File: src/common/adc_serial_pkg.sv
// Constants and carrier types for the serial result port of the converter.
// Assumes a single 50 MHz system clock and a 16-bit result from the core.
package adc_serial_pkg;

	// ----------------------------------------------------------------
	// Sizes
	// ----------------------------------------------------------------
	localparam int RESULT_BITS = 16;
	localparam int PIN_COUNT   = 16;
	localparam int FIFO_DEPTH  = 4;
	localparam int COUNT_BITS  = 5;

	// ----------------------------------------------------------------
	// Timing
	// ----------------------------------------------------------------
	localparam int CLOCK_MHZ           = 50;
	// Quarter period of the internal bit clock
	localparam int MASTER_PHASE_NS     = 40;
	localparam int MASTER_PHASE_RAW    = (MASTER_PHASE_NS * CLOCK_MHZ) / 1000;
	localparam int MASTER_PHASE_CYCLES = (MASTER_PHASE_RAW < 1) ? 1 : MASTER_PHASE_RAW;

	// ----------------------------------------------------------------
	// Shared pin positions in serial mode
	// ----------------------------------------------------------------
	localparam int PIN_CLOCK_SOURCE = 4;
	localparam int PIN_SYNC_POL     = 5;
	localparam int PIN_CLOCK_INV    = 6;
	localparam int PIN_CHAIN        = 7;
	localparam int PIN_SDATA        = 8;
	localparam int PIN_SCLK         = 9;
	localparam int PIN_SYNC         = 10;
	localparam int PIN_RDERR        = 11;

	// ----------------------------------------------------------------
	// Reset values and counts
	// ----------------------------------------------------------------
	localparam logic [RESULT_BITS-1:0] RESULT_RESET = 16'h0000;
	localparam logic [PIN_COUNT-1:0]   PINS_OFF     = 16'hffff;
	localparam logic [PIN_COUNT-1:0]   PINS_ALL_ON  = 16'h0000;
	localparam logic [COUNT_BITS-1:0]  BITS_DONE    = 5'h10;
	localparam logic [COUNT_BITS-1:0]  BITS_LAST    = 5'h0f;
	localparam logic [1:0]             PHASE_SHIFT  = 2'h0;
	localparam logic [1:0]             PHASE_RISE   = 2'h1;
	localparam logic [1:0]             PHASE_FALL   = 2'h3;

	// ----------------------------------------------------------------
	// Carriers
	// ----------------------------------------------------------------
	typedef struct packed {
		logic serial_mode;
		logic slave_clock;
		logic sync_active_low;
		logic clock_inverted;
		logic straight_binary;
		logic rdc_or_chain;
	} serial_cfg_t;

	typedef struct packed {
		logic [PIN_COUNT-1:0] level;
		logic [PIN_COUNT-1:0] oe_n;
	} pin_drive_t;

	typedef enum logic [1:0] {
		ST_IDLE  = 2'b01,
		ST_SHIFT = 2'b10
	} port_state_t;

endpackage

File: src/design/adc_serial_result_port.sv
// Serial result port of the sampling converter, sharing the parallel pins.
// Assumes the core gives start and done pulses on i_clock; pins are async.
`timescale 1ns/1ps
module adc_serial_result_port
	import adc_serial_pkg::*;
(
	// Clock and reset
	input  wire logic                   i_clock,
	input  wire logic                   i_srst,
	// Converter core
	input  wire logic                   i_conv_start,
	input  wire logic                   i_conv_done,
	input  wire logic [RESULT_BITS-1:0] i_conv_result,
	output logic                        o_conv_ready,
	// Host control pins
	input  wire logic                   i_serial_parallel_select,
	input  wire logic                   i_output_coding_select,
	input  wire logic                   i_cs_n,
	input  wire logic                   i_rd_n,
	// Shared data pins
	input  wire logic [PIN_COUNT-1:0]   i_pin_in,
	output logic      [PIN_COUNT-1:0]   o_pin_out,
	output logic      [PIN_COUNT-1:0]   o_pin_oe_n
);

	// ----------------------------------------------------------------
	// Pin synchronisers
	// ----------------------------------------------------------------
	logic [PIN_COUNT-1:0] pin_meta;
	logic [PIN_COUNT-1:0] pin_q;
	logic [3:0]           ctl_meta;
	logic [3:0]           ctl_q;
	logic                 sclk_prev;
	logic                 cs_n_prev;

	always_ff @(posedge i_clock) begin
		if (i_srst) begin
			pin_meta  <= '0;
			pin_q     <= '0;
			ctl_meta  <= 4'hc;
			ctl_q     <= 4'hc;
			sclk_prev <= 1'b0;
			cs_n_prev <= 1'b1;
		end else begin
			pin_meta  <= i_pin_in;
			pin_q     <= pin_meta;
			ctl_meta  <= {i_rd_n, i_cs_n, i_output_coding_select, i_serial_parallel_select};
			ctl_q     <= ctl_meta;
			sclk_prev <= pin_q[PIN_SCLK];
			cs_n_prev <= ctl_q[2];
		end
	end

	serial_cfg_t cfg;
	logic        bus_en;
	logic        master;
	logic        slave;

	always_comb begin
		cfg.serial_mode     = ctl_q[0];
		cfg.straight_binary = ctl_q[1];
		cfg.slave_clock     = pin_q[PIN_CLOCK_SOURCE];
		cfg.sync_active_low = pin_q[PIN_SYNC_POL];
		cfg.clock_inverted  = pin_q[PIN_CLOCK_INV];
		cfg.rdc_or_chain    = pin_q[PIN_CHAIN];
	end

	assign bus_en = !ctl_q[2] && !ctl_q[3];
	assign master = cfg.serial_mode && !cfg.slave_clock;
	assign slave  = cfg.serial_mode && cfg.slave_clock;

	// ----------------------------------------------------------------
	// Result buffer and held word
	// ----------------------------------------------------------------
	logic                   fifo_valid;
	logic [RESULT_BITS-1:0] fifo_data;
	logic                   hold_take;
	logic [RESULT_BITS-1:0] held;
	logic                   held_valid;
	port_state_t            state;

	// Shifter stalls the drain, so a slow host backs the core up
	assign hold_take = fifo_valid && (state == ST_IDLE);

	result_fifo #(
		.WIDTH (RESULT_BITS),
		.DEPTH (FIFO_DEPTH)
	) u_fifo (
		.i_clock     (i_clock),
		.i_srst      (i_srst),
		.i_in_valid  (i_conv_done),
		.i_in_data   (i_conv_result),
		.o_in_ready  (o_conv_ready),
		.o_out_valid (fifo_valid),
		.o_out_data  (fifo_data),
		.i_out_ready (hold_take)
	);

	always_ff @(posedge i_clock) begin
		if (i_srst) begin
			held       <= RESULT_RESET;
			held_valid <= 1'b0;
		end else if (hold_take) begin
			held       <= {fifo_data[RESULT_BITS-1] ^ !cfg.straight_binary,
				fifo_data[RESULT_BITS-2:0]};
			held_valid <= 1'b1;
		end
	end

	// ----------------------------------------------------------------
	// Internal bit clock divider
	// ----------------------------------------------------------------
	localparam int DIV_BITS = $clog2(MASTER_PHASE_CYCLES + 1);

	logic [DIV_BITS-1:0] div_cnt;
	logic                tick;
	logic [1:0]          phase;
	logic                sclk_int;
	logic                start;

	assign tick = (div_cnt == DIV_BITS'(MASTER_PHASE_CYCLES - 1));

	always_ff @(posedge i_clock) begin
		if (i_srst || start || tick) begin
			div_cnt <= '0;
		end else begin
			div_cnt <= div_cnt + 1'b1;
		end
	end

	// edges sit mid-bit, data moves at the quarter between
	always_ff @(posedge i_clock) begin
		if (i_srst) begin
			phase    <= PHASE_RISE;
			sclk_int <= 1'b0;
		end else if (start) begin
			phase    <= PHASE_RISE;
			sclk_int <= 1'b0;
		end else if (tick) begin
			phase <= phase + 2'h1;
			if (phase == PHASE_RISE) begin
				sclk_int <= 1'b1;
			end else if (phase == PHASE_FALL) begin
				sclk_int <= 1'b0;
			end
		end
	end

	// ----------------------------------------------------------------
	// Read sequencer
	// ----------------------------------------------------------------
	logic                   start_master;
	logic                   start_slave;
	logic                   sclk_rise;
	logic                   sclk_fall;
	logic                   slave_upd;
	logic                   master_upd;
	logic                   abort;
	logic                   first_edge;
	logic [COUNT_BITS-1:0]  bit_cnt;
	logic [RESULT_BITS-1:0] shreg;
	logic                   rderr;
	logic [RESULT_BITS-1:0] load_word;

	assign sclk_rise = pin_q[PIN_SCLK] && !sclk_prev;
	assign sclk_fall = !pin_q[PIN_SCLK] && sclk_prev;
	// read mode picks the starting event
	assign start_master = master && bus_en && (state == ST_IDLE) &&
		(cfg.rdc_or_chain ? (i_conv_start && held_valid) : hold_take);
	assign start_slave  = slave && (state == ST_IDLE) && !ctl_q[2] && cs_n_prev;
	assign start        = start_master || start_slave;
	// New word goes straight to the shifter in read-after mode
	assign load_word    = hold_take ? {fifo_data[RESULT_BITS-1] ^ !cfg.straight_binary,
		fifo_data[RESULT_BITS-2:0]} : held;
	// host clock edge that moves the data
	assign slave_upd    = slave && (state == ST_SHIFT) && !ctl_q[2] &&
		(cfg.clock_inverted ? sclk_fall : sclk_rise);
	assign master_upd   = master && (state == ST_SHIFT) && tick && (phase == PHASE_SHIFT);
	// conversion done before sixteen bits left
	assign abort        = slave && (state == ST_SHIFT) && (bit_cnt != BITS_DONE) &&
		i_conv_done;

	always_ff @(posedge i_clock) begin
		if (i_srst) begin
			state <= ST_IDLE;
		end else begin
			unique case (state)
				ST_IDLE: begin
					if (start) begin
						state <= ST_SHIFT;
					end
				end
				ST_SHIFT: begin
					if (abort || (slave && ctl_q[2]) || !cfg.serial_mode) begin
						state <= ST_IDLE;
					end else if (master_upd && bit_cnt == BITS_LAST) begin
						state <= ST_IDLE;
					end else if (!slave && !master) begin
						state <= ST_IDLE;
					end
				end
			endcase
		end
	end

	// count saturates once the word is out
	always_ff @(posedge i_clock) begin
		if (i_srst || start) begin
			bit_cnt <= '0;
		end else if ((master_upd || slave_upd) && bit_cnt != BITS_DONE) begin
			bit_cnt <= bit_cnt + 5'h01;
		end
	end

	always_ff @(posedge i_clock) begin
		if (i_srst || start) begin
			first_edge <= 1'b1;
		end else if (slave_upd) begin
			first_edge <= 1'b0;
		end
	end

	// MSB first out of the shifter
	// in slave mode the chain level enters behind the result; master shifts in zeros
	always_ff @(posedge i_clock) begin
		if (i_srst) begin
			shreg <= RESULT_RESET;
		end else if (start) begin
			shreg <= load_word;
		end else if (master_upd) begin
			shreg <= {shreg[RESULT_BITS-2:0], 1'b0};
		end else if (slave_upd && !first_edge) begin
			shreg <= {shreg[RESULT_BITS-2:0], cfg.rdc_or_chain};
		end else if (abort) begin
			shreg <= RESULT_RESET;
		end
	end

	always_ff @(posedge i_clock) begin
		if (i_srst) begin
			rderr <= 1'b0;
		end else begin
			rderr <= abort;
		end
	end

	// ----------------------------------------------------------------
	// Pin drive
	// ----------------------------------------------------------------
	pin_drive_t next_drive;
	pin_drive_t drive;

	always_comb begin
		next_drive.level = '0;
		next_drive.oe_n  = PINS_OFF;
		if (bus_en) begin
			if (!cfg.serial_mode) begin
				next_drive.level = held;
				next_drive.oe_n  = PINS_ALL_ON;
			end else begin
				next_drive.level[PIN_SDATA] = shreg[RESULT_BITS-1];
				next_drive.oe_n[PIN_SDATA]  = 1'b0;
				next_drive.level[PIN_SYNC]  = (master && state == ST_SHIFT) ^
					cfg.sync_active_low;
				next_drive.oe_n[PIN_SYNC]   = 1'b0;
				next_drive.level[PIN_SCLK]  = sclk_int ^ cfg.clock_inverted;
				next_drive.oe_n[PIN_SCLK]   = !master;
				next_drive.level[PIN_RDERR] = rderr;
				next_drive.oe_n[PIN_RDERR]  = !slave;
			end
		end
	end

	always_ff @(posedge i_clock) begin
		if (i_srst) begin
			drive.level <= '0;
			drive.oe_n  <= PINS_OFF;
		end else begin
			drive <= next_drive;
		end
	end

	assign o_pin_out  = drive.level;
	assign o_pin_oe_n = drive.oe_n;
endmodule

File: src/design/result_fifo.sv
// Small synchronous FIFO between the converter core and the serial shifter.
// Assumes both sides on one clock; read data come from the storage register.
`timescale 1ns/1ps
module result_fifo #(
	parameter int WIDTH = 16,
	parameter int DEPTH = 4
) (
	// Clock and reset
	input  wire logic             i_clock,
	input  wire logic             i_srst,
	// Fill side
	input  wire logic             i_in_valid,
	input  wire logic [WIDTH-1:0] i_in_data,
	output logic                  o_in_ready,
	// Drain side
	output logic                  o_out_valid,
	output logic [WIDTH-1:0]      o_out_data,
	input  wire logic             i_out_ready
);
	localparam int AW = (DEPTH > 1) ? $clog2(DEPTH) : 1;
	localparam int CW = $clog2(DEPTH + 1);

	logic [WIDTH-1:0] store [DEPTH];
	logic [AW-1:0]    wr_ptr;
	logic [AW-1:0]    rd_ptr;
	logic [CW-1:0]    fill;
	logic [CW-1:0]    next_fill;
	logic             in_ready;
	logic             push;
	logic             pop;

	assign push        = i_in_valid && in_ready;
	assign pop         = o_out_valid && i_out_ready;
	assign next_fill   = fill + CW'(push) - CW'(pop);
	// Ready kept in a flop so the fill side never sees a comparator
	assign o_in_ready  = in_ready;
	assign o_out_valid = (fill != '0);
	assign o_out_data  = store[rd_ptr];

	always_ff @(posedge i_clock) begin
		if (push) begin
			store[wr_ptr] <= i_in_data;
		end
	end

	always_ff @(posedge i_clock) begin
		if (i_srst) begin
			wr_ptr   <= '0;
			rd_ptr   <= '0;
			fill     <= '0;
			in_ready <= 1'b1;
		end else begin
			if (push) begin
				wr_ptr <= (wr_ptr == AW'(DEPTH - 1)) ? '0 : wr_ptr + 1'b1;
			end
			if (pop) begin
				rd_ptr <= (rd_ptr == AW'(DEPTH - 1)) ? '0 : rd_ptr + 1'b1;
			end
			fill     <= next_fill;
			in_ready <= (next_fill != CW'(DEPTH));
		end
	end

endmodule

File: config.mk
export PLATFORM = sky130hd
export DESIGN_NAME = adc_serial_result_port
export DESIGN_NICKNAME = d
export VERILOG_FILES = /design/src/common/adc_serial_pkg.sv /design/src/design/adc_serial_result_port.sv /design/src/design/result_fifo.sv
export SDC_FILE = /design/constraint.sdc
export NUM_CORES = 1
export LEC_CHECK = 0
export BUFFER_PORTS_ARGS = -buffer_cell sky130_fd_sc_hd__clkbuf_2
export CELL_PAD_IN_SITES_DETAIL_PLACEMENT = 0
export CELL_PAD_IN_SITES_GLOBAL_PLACEMENT = 2
export CORE_ASPECT_RATIO = 1.25
export CORE_MARGIN = 4
export CORE_UTILIZATION = 43
export DETAILED_ROUTE_END_ITERATION = 12
export PLACE_DENSITY_LB_ADDON = 0.12
export SLEW_MARGIN = 10
export SYNTH_ARGS = -nofsm -noshare
export SYNTH_HDL_FRONTEND = slang
export SYNTH_SLANG_ARGS = --single-unit
File: constraint.sdc
create_clock -name i_clock -period 7.09 [get_ports i_clock]
set_input_delay 0.3545 -clock i_clock [delete_from_list [all_inputs] [get_ports i_clock]]
set_output_delay 0.3545 -clock i_clock [all_outputs]
set_load 0.01 [all_outputs]
After elaboration in Yosys (flattened, before gate mapping)
Memories as Yosys holds them, arrays and structs flattened. A register that Yosys moved wholly into a read port is not among the register bits.
Index checks and enable logic that the tools add are counted.

storage, ports and cells
  ROM bits = 0
  memories kept = 1
  flip-flop bits (word level) = 117
  bits in writable memories = 64
  input bits = 40
  latch bits = 0

operators by class
  equal/unequal tests = 12
  bitwise logic cells = 4
  shifts and indexed selects = 0
  divide/modulo/power cells = 0
  muxes and demuxes = 24
  reduce and logical (&&, ||, !) cells = 53
  order comparisons = 0
  $mul = 0
  add/subtract/negate cells = 7

memories
  memory        depth  bits a word  read ports  clocked after Yosys merged registers in  wr ports  line               text
  u_fifo.store  4      16           1           1                                        1         result_fifo.sv:23  logic [WIDTH-1:0] store [DEPTH];

operator list
  cell                 number
  $mux 16              5
  $logic_and 1x1->1    28
  $mux 2               8
  $mux 4               3
  $logic_not 1->1      10
  $add 2x1->2 const B  4
  $eq 2x2->1 const B   4
  $mux 8               1
  $eq 2x1->1 const B   3
  $logic_or 1x1->1     6
  $mux 1               6
  $add 5x1->5 const B  1
  $eq 5x4->1 const B   1
  $ne 5x5->1 const B   1
  $ne 4x4->1 const B   1
  $pmux 2 s2           1
  $reduce_and 2->1     2
  $reduce_bool 4->1    1
  $reduce_or 2->1      2
  $add 3x1->3          1
  $ne 3x3->1 const B   1
  $reduce_bool 3->1    1
  $reduce_or 3->1      1
  $sub 3x1->3          1
  5 further kinds      7

Longest topological paths before layout
  word-level depth = 9
  depth in mapped cells = 13
  depth with buffers taken out = 12

Modules after synthesis
From an unflattened synthesis, not the netlist that was laid out.

second synthesis, totals
  cell total of the unflattened synthesis = 468
  area total of the unflattened synthesis = 6237.2 um^2

modules (own cells, without submodules)
  module                  sequential area each (um^2)  area each (um^2)  cells an instance  times used
  adc_serial_result_port  1741.7                       3407.0            336                1
  result_fifo             2122.0                       2830.2            132                1

Worst setup path before layout
No wires, ideal clock.

  path kind = register -> register
  from = reg u_fifo.fill[1]
  to = reg u_fifo.in_ready, in the netlist u_fifo.o_in_ready
  buffers on the path = 1
  slack = 4742 ps
  library setup time = 122 ps
  stages on the path, launching flop included = 14
  arrival time = 2226 ps
  cell sequence = dfxtp_1 nor3_2 nand2b_2 inv_2 buf_6 ha_1 inv_1 ha_1 inv_1 fa_1 xor2_1 xnor2_1 nor2_1 nand3b_1

between the ends
  cells in the longest elaborated chain, start to end = 5
  elaborated cells on any way between the ends = 6
  classes of those cells = add/sub (2); eq/ne (1); reduce/logical (3)

RTL lines
  what                    line                          text
  start, declared         result_fifo.sv:26             logic [CW-1:0] fill;
  start signal, assigned  result_fifo.sv:59             fill <= next_fill;
  $reduce_bool 3->1 *     result_fifo.sv:37             assign o_out_valid = (fill != '0);
  $logic_and 1x1->1       adc_serial_result_port.sv:83  assign hold_take = fifo_valid && (state == ST_IDLE);
  $logic_and 1x1->1 *     result_fifo.sv:33             assign pop = o_out_valid && i_out_ready;
  via u_fifo.pop          result_fifo.sv:30             logic pop;
  $sub 3x1->3 *           result_fifo.sv:34             assign next_fill = fill + CW'(push) - CW'(pop);
  $ne 3x3->1 *            result_fifo.sv:60             in_ready <= (next_fill != CW'(DEPTH));
  end signal, assigned    result_fifo.sv:60
  end, declared           result_fifo.sv:28             logic in_ready;

Mark *: on every way through the listed nets, which the timed path passes. The rest lies on a longest branch.
A chain may end at the register's enable or synchronous reset.

Worst setup path in the final report
  from = reg u_fifo.fill[1]
  to = reg u_fifo.in_ready, in the netlist u_fifo.o_in_ready

between the ends
  cells in the longest elaborated chain, start to end = 5
  elaborated cells on any way between the ends = 6
  classes of those cells = add/sub (2); eq/ne (1); reduce/logical (3)

RTL lines
  what                                                                 line
  parallel branches: the longest is 3 deep, another holds $add 3x1->3  --
  $sub 3x1->3 *                                                        result_fifo.sv:34
  $ne 3x3->1 *                                                         result_fifo.sv:60

Mark *: on every way between the ends.

==> impl_metrics.json <==
{
  "status": "finished, final reports clean",
  "dp_slack_ns": 4.41,
  "cp_max_fo": 18,
  "path_cells": "nor3_2, nand2b_2, inv_2, ha_1, inv_1, ha_1, inv_1, fa_1, xor2_1, xnor2_1, nor2_1, nand3b_1",
  "clkTransAtPathRegs_ns": 0.06,
  "finalHoldViolations": 0,
  "ios": 73,
  "post-route-min-period_ns": 2.64,
  "critPathCapture": "u_fifo.o_in_ready",
  "wl_per_cell_microns": 16.3,
  "grt_max_degree": 36,
  "dieArea_sq_um": 16400,
  "row_count": 48,
  "coreArea_sq_um": 14000,
  "die_y_microns": 142,
  "cp_num_buf_inv": 3,
  "grt_overflow_total": 0,
  "dr_total_vias": 3584,
  "rsz0062_at_grt": "false",
  "h-tree-depth": 4,
  "start_util_pct": 44.4,
  "synthArstFlopShare_pct": 0,
  "finalClockSkew_ns": 0.00660,
  "layout-drive-gt1-share_pct": 25.0,
  "timing.fmax_mhz": 378,
  "totalWireLength_microns": 11300,
  "utilization_pct": 50.4,
  "r2r-end": "u_fifo.o_in_ready",
  "finalSetupViolCount": 0,
  "power.density_nw_per_um2": 349,
  "area_growth_pct": 13.7,
  "synthCells": 462,
  "clock_latency_ns": 0.42,
  "path_delay_family": "adder cells",
  "grt_pass1_wl_microns": 18400,
  "cts_resized": 0,
  "fin_setup_tns_ns": 0,
  "root_buffer": "clkbuf_16",
  "r2r_cells": 12,
  "setup.worst_path.start": "u_fifo.fill[1]",
  "critPathSlowestCell": "fa_1",
  "slowest_delay_ns": 0.37,
  "dpl.hpwl_microns": 7370,
  "synth_ff_type": "dfxtp_1",
  "relSlewSlack_pct": 30.8,
  "synth_cell_types": 54,
  "cts_setup_buffers": 0,
  "drcViolationCount": 0,
  "maxSlewViolCount": 0,
  "peakVddDrop_v": 0.000149,
  "netlist_area_sq_um": 6210,
  "critPathKind": "reg -> reg",
  "crit_arrival_ns": 2.94,
  "crit_cells": 12,
  "setup.worst_path.start_class": "flip-flop",
  "ys_seq_area_share_pct": 62.2,
  "cp.required_ns": 7.39,
  "gp_congestion": 0.754,
  "first_pass_iters": 6,
  "dieWidth_microns": 115,
  "finalCritPeriodShare_pct": 37.3,
  "drtIter0Drc": 143,
  "synth_nets": 517,
  "synth-edff-count": 64,
  "r2r_slack_ns": 4.45,
  "n_antenna_cell": 0,
  "worst_slew_pin_slew_ns": 1.04,
  "end_kind": "flip-flop",
  "cts_sinks": 161,
  "rr_startpoint": "u_fifo.fill[1]",
  "timing.hold.ws_ns": 0.116,
  "port_buffers": 61,
  "synth_area_per_cell_sq_um": 13.4,
  "cts_buffer_depth": 2,
  "ys.warnings.count": 0,
  "tritoncts": "built",
  "drv_cap": 0,
  "setup_ws_ns": 4.45,
  "ys_ff_latch": 161,
  "antenna_found_initial": 0,
  "vias_per_cell": 5.15,
  "cts_hold_buf": 0,
  "numCtsBuffers": 17,
  "finalPower_mw": 2.46,
  "grt_usage_pct": 14.9,
  "leakagePower_nw": 2.74,
  "route.antenna.remaining_nets": 0,
  "hp-class": "in -> reg",
  "grt_pass1_vias": 3587,
  "nets": 563
}
worst min path at each step:
stage           startpoint     endpoint  slack [ns]  cells past startpoint
3_3_place_gp   ctl_meta[3]     ctl_q[3]        0.40                      1
2_1_floorplan  ctl_meta[2]     ctl_q[2]        0.39                      1
5_1_grt             i_cs_n  ctl_meta[2]        0.10                      2
6_report            i_cs_n  ctl_meta[2]        0.12                      2
3_5_place_dp   ctl_meta[3]     ctl_q[3]        0.40                      1
4_1_cts             i_cs_n  ctl_meta[2]        0.09                      2
through the flow:
stage,area (sq um),instances
2_1_floorplan,6210,462
3_3_place_gp,6500,664
3_5_place_dp,6500,664
4_1_cts,7060,696
5_1_grt,7060,696
6_report,7060,696
layout make-up:
type | count | area [sq um]
tap | 175 | 219
fill | 1244 | 6940
clock inverter | 14 | 129
multi-input combinational | 250 | 2050
clock buffer | 18 | 429
timing repair buffer | 61 | 305
inverter | 17 | 63.8
sequential | 161 | 3860
report_power, final:
group	internal [mW]	total (mW)	switching, mW	leakage [nW]
Sequential	1.06	1.15	0.0876	1.38
Combinational	0.245	0.450	0.205	1.10
Clock	0.488	0.864	0.376	0.264
sequential cells by signal, indices dropped and copies added (netlist names), named ones only:
| register | flops |
|---|---|
| u_fifo.store | 64 |
| shreg | 16 |
| rderr | 1 |
| state | 2 |
| held | 16 |
| div_cnt | 2 |
| u_fifo.fill | 3 |
| cs_n_prev | 1 |
| held_valid | 1 |
| o_pin_oe_n | 4 |
| ctl_q | 4 |
| bit_cnt | 5 |
| first_edge | 1 |
| u_fifo.rd_ptr | 2 |
| u_fifo.wr_ptr | 2 |
| sclk_int | 1 |
| pin_q | 5 |
| u_fifo.o_in_ready | 1 |
| sclk_prev | 1 |
| pin_meta | 5 |
| ctl_meta | 4 |
| o_pin_out | 16 |
| phase | 2 |
cell usage in the layout, fill, tap and decap left out, types with 12 or more instances in the layout:
| cell type | Yosys | layout |
|---|---|---|
| inv_1 | 16 | 16 |
| nand2_1 | 12 | 12 |
| ha_1 | 14 | 14 |
| mux2_2 | 15 | 15 |
| o31ai_1 | 16 | 16 |
| nor2b_1 | 16 | 16 |
| clkbuf_2 | 0 | 61 |
| a21oi_1 | 20 | 20 |
| dfxtp_1 | 97 | 97 |
| nor2_1 | 24 | 24 |
| clkbuf_16 | 0 | 17 |
| and2_1 | 28 | 28 |
| a22oi_1 | 16 | 16 |
| edfxtp_1 | 64 | 64 |
synth_stat cells (14+ instances only):
library cell  number  share of area, %
nor2_1            24               1.5
edfxtp_1          64                31
a22oi_1           16               1.9
nor2b_1           16               1.6
ha_1              14               2.8
a21oi_1           20               1.6
and2_1            28               2.8
buf_4             16               1.9
dfxtp_1           97                31
inv_1             16              0.97
mux2_2            15               2.7
o31ai_1           16               1.9
routing by layer:
layer  part of all wire, %  wire length (microns)  vias up  track usage, %
li1                      -                      -     1759               -
met1                    47                   5350     1736            19.1
met2                    47                   5380       76            23.8
met3                   3.9                    441       13            4.00
met4                   1.4                    159        0            6.67
met5                     0                      0        -               0
kinds of logic (layout without fill, tap and decap cells):
| group | count (synthesis) | after routing | share of synthesized area, % |
|---|---|---|---|
| adders and majority gates | 15 | 15 | 3.14 |
| muxes | 35 | 35 | 9.53 |
| DFF | 161 | 161 | 62.2 |
| buffers and inverters | 51 | 110 | 4.78 |
| xor gates and xnor gates | 8 | 8 | 1.13 |
| and+or+nand+nor | 120 | 120 | 10.7 |
| AOI/OAI and AO/OA | 72 | 72 | 8.45 |
Note: power is estimated with default switching activity, not from simulation.
